File: src/verilog/logic_cell_pkg.sv
// Constants and types shared by the logic cell storage and RAM block.
//------------------------------------------------------------------------------
//------------------------------------------------------------------------------
package logic_cell_pkg;

  // Register byte offsets.
  localparam logic [11:0] STORE_CFG_OFFSET  = 12'h000;
  localparam logic [11:0] RAM_CFG_OFFSET    = 12'h004;
  localparam logic [11:0] INIT_CTRL_OFFSET  = 12'h008;
  localparam logic [11:0] CELL_STAT_OFFSET  = 12'h00C;

  // Storage configuration field positions.
  localparam int LATCH_MODE_BIT  = 0;
  localparam int CLK_INV_LSB     = 1;
  localparam int CE_PERM_LSB     = 3;
  localparam int SR_VALUE_LSB    = 5;
  localparam int SR_CONN_LSB     = 7;
  localparam int SRC0_LSB        = 9;
  localparam int SRC1_LSB        = 11;
  localparam int STORE_CFG_WIDTH = 13;

  // RAM configuration field positions.
  localparam int RAM_MODE_LSB    = 0;
  localparam int WCLK_INV_BIT    = 2;
  localparam int H_TABLE_LSB     = 4;
  localparam int RAM_CFG_WIDTH   = 12;

  // Control bit that fires the global init pulse.
  localparam int INIT_PULSE_BIT  = 0;

  // Reset values: flops reset to zero, enables connected, no RAM.
  localparam logic [STORE_CFG_WIDTH-1:0] STORE_CFG_RESET = 13'h0000;
  localparam logic [RAM_CFG_WIDTH-1:0]   RAM_CFG_RESET   = 12'h000;

  typedef enum logic [1:0] {
    RAM_OFF,
    RAM_16X2,
    RAM_16X1,
    RAM_32X1
  } ram_mode_type;

  typedef enum logic [1:0] {
    SRC_F,
    SRC_G,
    SRC_H,
    SRC_D0
  } store_src_type;

  typedef struct packed {
    logic       cell_clock;
    logic       storage_clock_enable;
    logic       set_reset_input;
    logic       write_enable;
    logic       direct_in_zero;
    logic       direct_in_one;
    logic [3:0] first_lut_inputs;
    logic [3:0] second_lut_inputs;
  } cell_in_type;

  typedef struct packed {
    logic [1:0] store_q;
    logic       f_out;
    logic       g_out;
    logic       h_out;
    logic       ram_read_out;
  } cell_out_type;

endpackage

File: src/verilog/logic_cell.sv
// Storage elements and distributed RAM of one logic cell, configured over APB.
//
// Decided for this implementation: the APB interface to the registers and the register offsets.
`timescale 1ns/1ps
module logic_cell (
  input  wire  logic                         pclk,
  input  wire  logic                         presetn,
  input  wire  logic [11:0]                  paddr,
  input  wire  logic                         psel,
  input  wire  logic                         penable,
  input  wire  logic                         pwrite,
  input  wire  logic [31:0]                  pwdata,
  output logic [31:0]                        prdata,
  output logic                               pready,
  output logic                               pslverr,
  input  wire  logic_cell_pkg::cell_in_type  cell_in,
  output logic_cell_pkg::cell_out_type       cell_out
);

  //----------------------------------------------------------------------------
  // State
  //----------------------------------------------------------------------------
  logic [logic_cell_pkg::STORE_CFG_WIDTH-1:0] store_cfg_q, store_cfg_d;
  logic [logic_cell_pkg::RAM_CFG_WIDTH-1:0]   ram_cfg_q, ram_cfg_d;
  logic                                       init_pulse_q, init_pulse_d;
  logic [31:0]                                prdata_q, prdata_d;
  logic                                       clk_pin_q, clk_pin_d;
  logic [1:0]                                 store_q, store_d;
  logic [15:0]                                mem_f_q, mem_f_d;
  logic [15:0]                                mem_g_q, mem_g_d;

  logic                                       setup_phase;
  logic                                       wr_access;
  logic                                       addr_hit;
  logic                                       rise_edge;
  logic                                       fall_edge;
  logic                                       wclk_edge;
  logic                                       write_pulse;
  logic [3:0]                                 g_addr;
  logic                                       f_out;
  logic                                       g_out;
  logic                                       h_out;
  logic                                       ram_read_out;
  logic [3:0]                                 store_src;
  logic_cell_pkg::ram_mode_type               ram_mode;

  //----------------------------------------------------------------------------
  // Helpers
  //----------------------------------------------------------------------------
  function automatic logic known_offset(input logic [11:0] addr);
    known_offset = (addr == logic_cell_pkg::STORE_CFG_OFFSET) ||
                   (addr == logic_cell_pkg::RAM_CFG_OFFSET)   ||
                   (addr == logic_cell_pkg::INIT_CTRL_OFFSET) ||
                   (addr == logic_cell_pkg::CELL_STAT_OFFSET);
  endfunction

  function automatic logic pick_source(input logic [1:0] sel, input logic f,
                                       input logic g, input logic h, input logic d0);
    case (logic_cell_pkg::store_src_type'(sel))
      logic_cell_pkg::SRC_F:  pick_source = f;
      logic_cell_pkg::SRC_G:  pick_source = g;
      logic_cell_pkg::SRC_H:  pick_source = h;
      logic_cell_pkg::SRC_D0: pick_source = d0;
      default:                pick_source = d0;
    endcase
  endfunction

  //----------------------------------------------------------------------------
  // APB slave
  //----------------------------------------------------------------------------
  // Zero wait states; read data is sampled in the setup cycle so it comes from a flop.
  assign setup_phase = psel & ~penable;
  assign wr_access   = psel & penable & pwrite & addr_hit;
  assign addr_hit    = known_offset(paddr);
  assign pready      = 1'b1;
  assign pslverr     = psel & penable & ~addr_hit;
  assign prdata      = prdata_q;

  always_comb begin
    store_cfg_d  = store_cfg_q;
    ram_cfg_d    = ram_cfg_q;
    init_pulse_d = 1'b0;
    prdata_d     = prdata_q;
    if (wr_access && paddr == logic_cell_pkg::STORE_CFG_OFFSET) begin
      store_cfg_d = pwdata[logic_cell_pkg::STORE_CFG_WIDTH-1:0];
    end
    if (wr_access && paddr == logic_cell_pkg::RAM_CFG_OFFSET) begin
      ram_cfg_d = pwdata[logic_cell_pkg::RAM_CFG_WIDTH-1:0];
    end
    if (wr_access && paddr == logic_cell_pkg::INIT_CTRL_OFFSET) begin
      init_pulse_d = pwdata[logic_cell_pkg::INIT_PULSE_BIT];
    end
    if (setup_phase) begin
      case (paddr)
        logic_cell_pkg::STORE_CFG_OFFSET: prdata_d = {19'h00000, store_cfg_q};
        logic_cell_pkg::RAM_CFG_OFFSET:   prdata_d = {20'h00000, ram_cfg_q};
        logic_cell_pkg::CELL_STAT_OFFSET: begin
          prdata_d = {26'h0000000, store_q, f_out, g_out, h_out, ram_read_out};
        end
        default:                          prdata_d = 32'h00000000;
      endcase
    end
  end

  always_ff @(posedge pclk or negedge presetn) begin
    if (!presetn) begin
      store_cfg_q  <= logic_cell_pkg::STORE_CFG_RESET;
      ram_cfg_q    <= logic_cell_pkg::RAM_CFG_RESET;
      init_pulse_q <= 1'b0;
      prdata_q     <= 32'h00000000;
    end else begin
      store_cfg_q  <= store_cfg_d;
      ram_cfg_q    <= ram_cfg_d;
      init_pulse_q <= init_pulse_d;
      prdata_q     <= prdata_d;
    end
  end

  //----------------------------------------------------------------------------
  // Cell clock edges
  //----------------------------------------------------------------------------
  // The cell clock pin is compared with its level at the previous pclk, so an edge is seen at the first pclk after it.
  assign clk_pin_d = cell_in.cell_clock;
  assign rise_edge = cell_in.cell_clock & ~clk_pin_q;
  assign fall_edge = ~cell_in.cell_clock & clk_pin_q;

  always_ff @(posedge pclk or negedge presetn) begin
    if (!presetn) begin
      clk_pin_q <= 1'b0;
    end else begin
      clk_pin_q <= clk_pin_d;
    end
  end

  //----------------------------------------------------------------------------
  // Distributed RAM
  //----------------------------------------------------------------------------
  assign ram_mode  = logic_cell_pkg::ram_mode_type'(
                       ram_cfg_q[logic_cell_pkg::RAM_MODE_LSB +: 2]);
  assign wclk_edge = ram_cfg_q[logic_cell_pkg::WCLK_INV_BIT] ?
                     fall_edge : rise_edge;
  assign write_pulse = wclk_edge & cell_in.write_enable;
  assign g_addr    = (ram_mode == logic_cell_pkg::RAM_32X1) ?
                     cell_in.first_lut_inputs : cell_in.second_lut_inputs;

  // Both tables always act as lookup logic; only RAM modes make them writable.
  assign f_out = mem_f_q[cell_in.first_lut_inputs];
  assign g_out = mem_g_q[g_addr];
  assign ram_read_out = (ram_mode == logic_cell_pkg::RAM_32X1 && cell_in.direct_in_one) ?
                        g_out : f_out;
  assign h_out = (ram_mode == logic_cell_pkg::RAM_32X1) ? ram_read_out :
                 ram_cfg_q[logic_cell_pkg::H_TABLE_LSB +
                           {cell_in.direct_in_one, g_out, f_out}];

  always_comb begin
    mem_f_d = mem_f_q;
    mem_g_d = mem_g_q;
    if (write_pulse) begin
      case (ram_mode)
        logic_cell_pkg::RAM_16X2: begin
          mem_f_d[cell_in.first_lut_inputs]  = cell_in.direct_in_zero;
          mem_g_d[cell_in.second_lut_inputs] = cell_in.direct_in_one;
        end
        logic_cell_pkg::RAM_16X1: begin
          mem_f_d[cell_in.first_lut_inputs] = cell_in.direct_in_zero;
        end
        logic_cell_pkg::RAM_32X1: begin
          if (cell_in.direct_in_one) begin
            mem_g_d[cell_in.first_lut_inputs] = cell_in.direct_in_zero;
          end else begin
            mem_f_d[cell_in.first_lut_inputs] = cell_in.direct_in_zero;
          end
        end
        default: begin
          mem_f_d = mem_f_q;
        end
      endcase
    end
  end

  always_ff @(posedge pclk or negedge presetn) begin
    if (!presetn) begin
      mem_f_q <= 16'h0000;
      mem_g_q <= 16'h0000;
    end else begin
      mem_f_q <= mem_f_d;
      mem_g_q <= mem_g_d;
    end
  end

  //----------------------------------------------------------------------------
  // Storage elements
  //----------------------------------------------------------------------------
  // Sources read the RAM outputs before the write lands, so a flop on the same
  // edge captures the old word, as a real register behind the RAM would.
  assign store_src = store_cfg_q[logic_cell_pkg::SRC0_LSB +: 4];

  always_comb begin
    logic ce;
    logic sr;
    logic inv;
    logic din;
    logic act_edge;
    ce       = 1'b0;
    sr       = 1'b0;
    inv      = 1'b0;
    din      = 1'b0;
    act_edge = 1'b0;
    store_d  = store_q;
    for (int i = 0; i < 2; i++) begin
      ce  = cell_in.storage_clock_enable |
            store_cfg_q[logic_cell_pkg::CE_PERM_LSB + i];
      sr  = init_pulse_q |
            (cell_in.set_reset_input & store_cfg_q[logic_cell_pkg::SR_CONN_LSB + i]);
      inv = store_cfg_q[logic_cell_pkg::CLK_INV_LSB + i];
      din = pick_source(store_src[2*i +: 2], f_out, g_out, h_out,
                        cell_in.direct_in_zero);
      act_edge = inv ? fall_edge : rise_edge;
      if (sr) begin
        store_d[i] = store_cfg_q[logic_cell_pkg::SR_VALUE_LSB + i];
      end else if (store_cfg_q[logic_cell_pkg::LATCH_MODE_BIT]) begin
        if (ce && (cell_in.cell_clock == inv)) begin
          store_d[i] = din;
        end
      end else if (act_edge && ce) begin
        store_d[i] = din;
      end
    end
  end

  always_ff @(posedge pclk or negedge presetn) begin
    if (!presetn) begin
      store_q <= 2'h0;
    end else begin
      store_q <= store_d;
    end
  end

  assign cell_out = '{store_q:      store_q,
                      f_out:        f_out,
                      g_out:        g_out,
                      h_out:        h_out,
                      ram_read_out: ram_read_out};

endmodule // logic_cell

File: config.mk
export PLATFORM = sky130hd
export DESIGN_NAME = logic_cell
export DESIGN_NICKNAME = d
export VERILOG_FILES = /design/src/verilog/logic_cell_pkg.sv /design/src/verilog/logic_cell.sv
export SDC_FILE = /design/constraint.sdc
export NUM_CORES = 1
export LEC_CHECK = 0
export ABC_AREA = 1
export BUFFER_PORTS_ARGS = -buffer_cell sky130_fd_sc_hd__buf_2
export CAP_MARGIN = 40
export CORE_MARGIN = 2
export CORE_UTILIZATION = 40
export DETAILED_ROUTE_END_ITERATION = 12
export PLACE_DENSITY = 0.61
export SYNTH_ARGS = -nofsm -noshare
export SYNTH_HDL_FRONTEND = slang
export SYNTH_SLANG_ARGS = --single-unit
File: constraint.sdc
create_clock -name pclk -period 1.95 [get_ports pclk]
set_input_delay 0.0975 -clock pclk [delete_from_list [all_inputs] [get_ports pclk]]
set_output_delay 0.0975 -clock pclk [all_outputs]
set_load 0.1 [all_outputs]
==> impl_metrics.yaml <==
status:
  status: "finished, violations left"
  violations: "negative setup slack"
layout:
  insertedDiodeCount: 0
  seq_area_um2: 1852
  multi_input_area_um2: 2330
  area_growth_pct: 28.17
  fin_cells: 860
  fill_cells: 1075
  drive_gt1_share_pct: 25.24
  nets: 775
floorplanning:
  fp.dieH_um: 111.0
  num_rows: 39
  core_area_um2: 11270
  initial_core_util_pct: 40.63
  ios: 103
  die_w_um: 111.0
  dieArea_um2: 12320
setup_path:
  path_delay_family: "simple AND/OR/NAND/NOR gates"
  crit_path_max_incr_delay_ns: 0.42
  cpMostUsedCell: "nand2_2"
  path_cells: "nand2_2, clkbuf_16, o21ai_4, nand3_1, nand3_1, nand3_2, nand2_4, inv_4, o21ai_4, nand2_2, nand2_2, inv_2, buf_12"
  cp.required_ns: 1.85
  crit_fanout: 5
  slowest_stage: "dfrtp_1"
  r2r_start: "ram_cfg_q[1]"
  critPathLaunch: "ram_cfg_q[1]"
  crit_cells: 13
  arrival_ns: 2.29
  path_class: "flip-flop to output pin"
  crit_buf_inv: 4
  critPathLaunchType: "flip-flop"
  reg2reg_depth: 15
  endpoint_kind: "output pin"
detailed_routing:
  wl_met1_um: 6785
  maxUsedRoutingLayer: "met4"
  dr.pass1.iters: 5
  drc_errors: 0
  drt-initial-drc-count: 403
  wl_per_cell_um: 16.39
  via_per_inst: 5.343
  vias: 4595
  wl_um: 14100
  ant_nets: 0
  wl_met2_um: 6127
  dr_wl_met3_um: 886
synthesis:
  synth.largest_area_cell: "dfrtp_1"
  synth_ff_type: "dfrtp_1"
  synth-edff-count: 0
  synthTopCellsByCount: "nand2_1, nor2_1, dfrtp_1, inv_1, nand3_1"
  syn-instance-count: 610
  synth.ff_latch_count: 74
  yosys_warnings: 0
  ys_types: 40
  seq_area_frac_synth_pct: 40.44
  synth_top_area_share_pct: 40.44
  avgSynthCellArea_um2: 7.507
  syn-cell-area_um2: 4579
  yosys.cell_count.top_type: "nand2_1"
  async_flop_share_pct: 100.0
  synthTopCellsByArea: "dfrtp_1, nand2_1, nor2_1, inv_1, nand3_1"
sta:
  rsz0062_at_grt: "yes"
  setup_ws_ns: -0.4392
  slew_viol_final: 0
  setup_viol: 8
  skew_ns: 0.006159
  relSlewSlack_pct: 62.96
  post-route-min-period_ns: 2.389
  tightest_slew_ns: 0.5556
  fin_crit_sh_pct: 122.5
  hold_violations: 0
  max_clock_freq_mhz: 418.5
clocking:
  clockRootBuffer: "clkbuf_16"
  clkTransAtPathRegs_ns: 0.06
  cts_sinks: 74
  clock_latency_ns: 0.34
  tritoncts: "yes"
  numCtsBuffers: 9
  htreeDepth: 3
  cts_buffer_depth: 2
power:
  power_density_nw_per_um2: 662.6
  p_sw_mw: 1.194
  p_int_mw: 2.695
  p_comb_share_pct: 14.9
  pwr-share-seq_pct: 39.7
  irDropWorstVdd_uv: 411.2
  pwr-share-clk_pct: 45.4
  p_sw_share_pct: 30.69
  p_leak_nw: 2.897
placed_design:
  hpwl_um: 10190
  place_worst_setup_slack_ns: -0.03060
  place.gp.congestion: 0.9598
  placedCellCount: 829
  port_buffers: 63
hold_path:
  min_from: "pwdata[11]"
  whs_path_depth: 3
  worstHoldPathType: "input pin to flip-flop"
grt:
  grt_pass1_vias: 4271
  grt-ovfl-total: 0
  grt_antenna_before_repair: 0
  grt_use_total_pct: 22.77
  grt_max_degree: 55
  grt_first_pass_wirelength_um: 22440
run:
  drv_cap: 0
-- metal layers --
| metal | global-route usage [%] | vias to the layer above |
|---|---|---|
| met3 | 2.734 | 23 |
| met1 | 34.70 | 2170 |
| met4 | 8.250 | 0 |
| li1 | - | 2224 |
| met5 | 0 | - |
| met2 | 33.21 | 178 |
-- area by class of cell --
class                   instances  share of cell area (%)
clock inverters                 7                   1.471
multi-input cells             433                   39.69
flip-flops and latches         74                   31.55
repair buffers                117                   15.43
well taps                     143                   3.048
inverters                      77                   4.967
clock buffers                   9                   3.837
-- final timing paths --
path                       slack [ns]       endpoint
setup / recovery                -0.44    cell_out[1]
hold / removal                  0.002  ram_cfg_q[11]
setup reg to reg                -0.23     store_q[0]
hold reg to reg                  0.49      prdata[5]
max in group asynchronous        1.00     prdata[12]
min in group asynchronous        0.27    mem_g_q[10]
-- kinds of logic (layout without fill, tap and decap cells) --
| logic type | after synthesis | in the layout | synth area share, % |
|---|---|---|---|
| mux | 6 | 6 | 1.475 |
| simple gates | 244 | 244 | 23.50 |
| compound gates | 163 | 163 | 21.80 |
| flops | 74 | 74 | 40.44 |
| other cells | 2 | 20 | 0.1640 |
| buf+inv | 121 | 210 | 12.62 |
-- timing repair --
action	CTS	global route
pin swaps	1	14
resized for setup	4	28
hold buffers	3	0
setup endpoints to repair	6	38
buffers inserted	3	7
endpoints found under the hold margin	22	0
gates cloned	1	2
-- sequential cells by signal, summed over array words and instances, names as in the netlist --
register,cells
mem_f_q,16
init_pulse_q,1
prdata,13
store_q,2
ram_cfg_q,12
mem_g_q,16
clk_pin_q,1
store_cfg_q,13
-- worst register-to-register path: stages, from the launching register on --
cell and delay (ns):
dfrtp_1 0.42, nand2_2 0.14, clkbuf_16 0.19, o21ai_4 0.20, nand3_1 0.09, nand3_1 0.10
nand3_2 0.13, nand2_4 0.13, inv_4 0.05, o21ai_4 0.15, nand2_2 0.10, buf_4 0.15
nand3_1 0.07, nand3_1 0.06, nand2_1 0.07, nand2_1 0.04
-- power groups by stage --
stage	Sequential [mW]	Clock [mW]	Combinational, mW
floorplan	1.58	0	0.393
global placement	1.57	0	0.541
detailed placement	1.57	0	0.547
CTS	1.54	1.78	0.554
global route	1.54	1.83	0.616
finish	1.54	1.77	0.578
-- stage by stage --
| stage | cell area (um^2) | total power [mW] | util [%] | setup TNS, ns | hold slack, ns |
|---|---|---|---|---|---|
| after floorplan | 4647 | 1.969 | - | 0 | -0.1981 |
| after global placement | 5255 | 2.114 | 46.62 | 0 | 0.1166 |
| after detailed placement | 5255 | 2.119 | 46.62 | -0.03478 | 0.1215 |
| after CTS | 5672 | 3.877 | 50.32 | -0.7444 | 0.004431 |
| after global routing | 5869 | 3.986 | 52.07 | -3.102 | 0.01731 |
| final | 5869 | 3.889 | 52.07 | -1.710 | 0.002415 |
-- placed cells by master (no fill, tap or decap), drive strengths merged, types with 2 or more instances in the layout --
cell,Yosys,final
a211oi,16,16
a21oi,46,46
a22o,10,10
a311oi,2,2
a31oi,19,19
buf,36,111
clkbuf,8,11
clkinv,1,3
conb,2,20
dfrtp,74,74
dlygate4sd3,0,3
inv,76,79
mux2,6,6
nand2,98,98
nand3,56,56
nand4,3,3
nor2,81,81
nor3,4,4
nor4,2,2
o21ai,57,57
o221ai,2,2
o22ai,6,6
No activity file was read; power rests on OpenSTA's default activity.
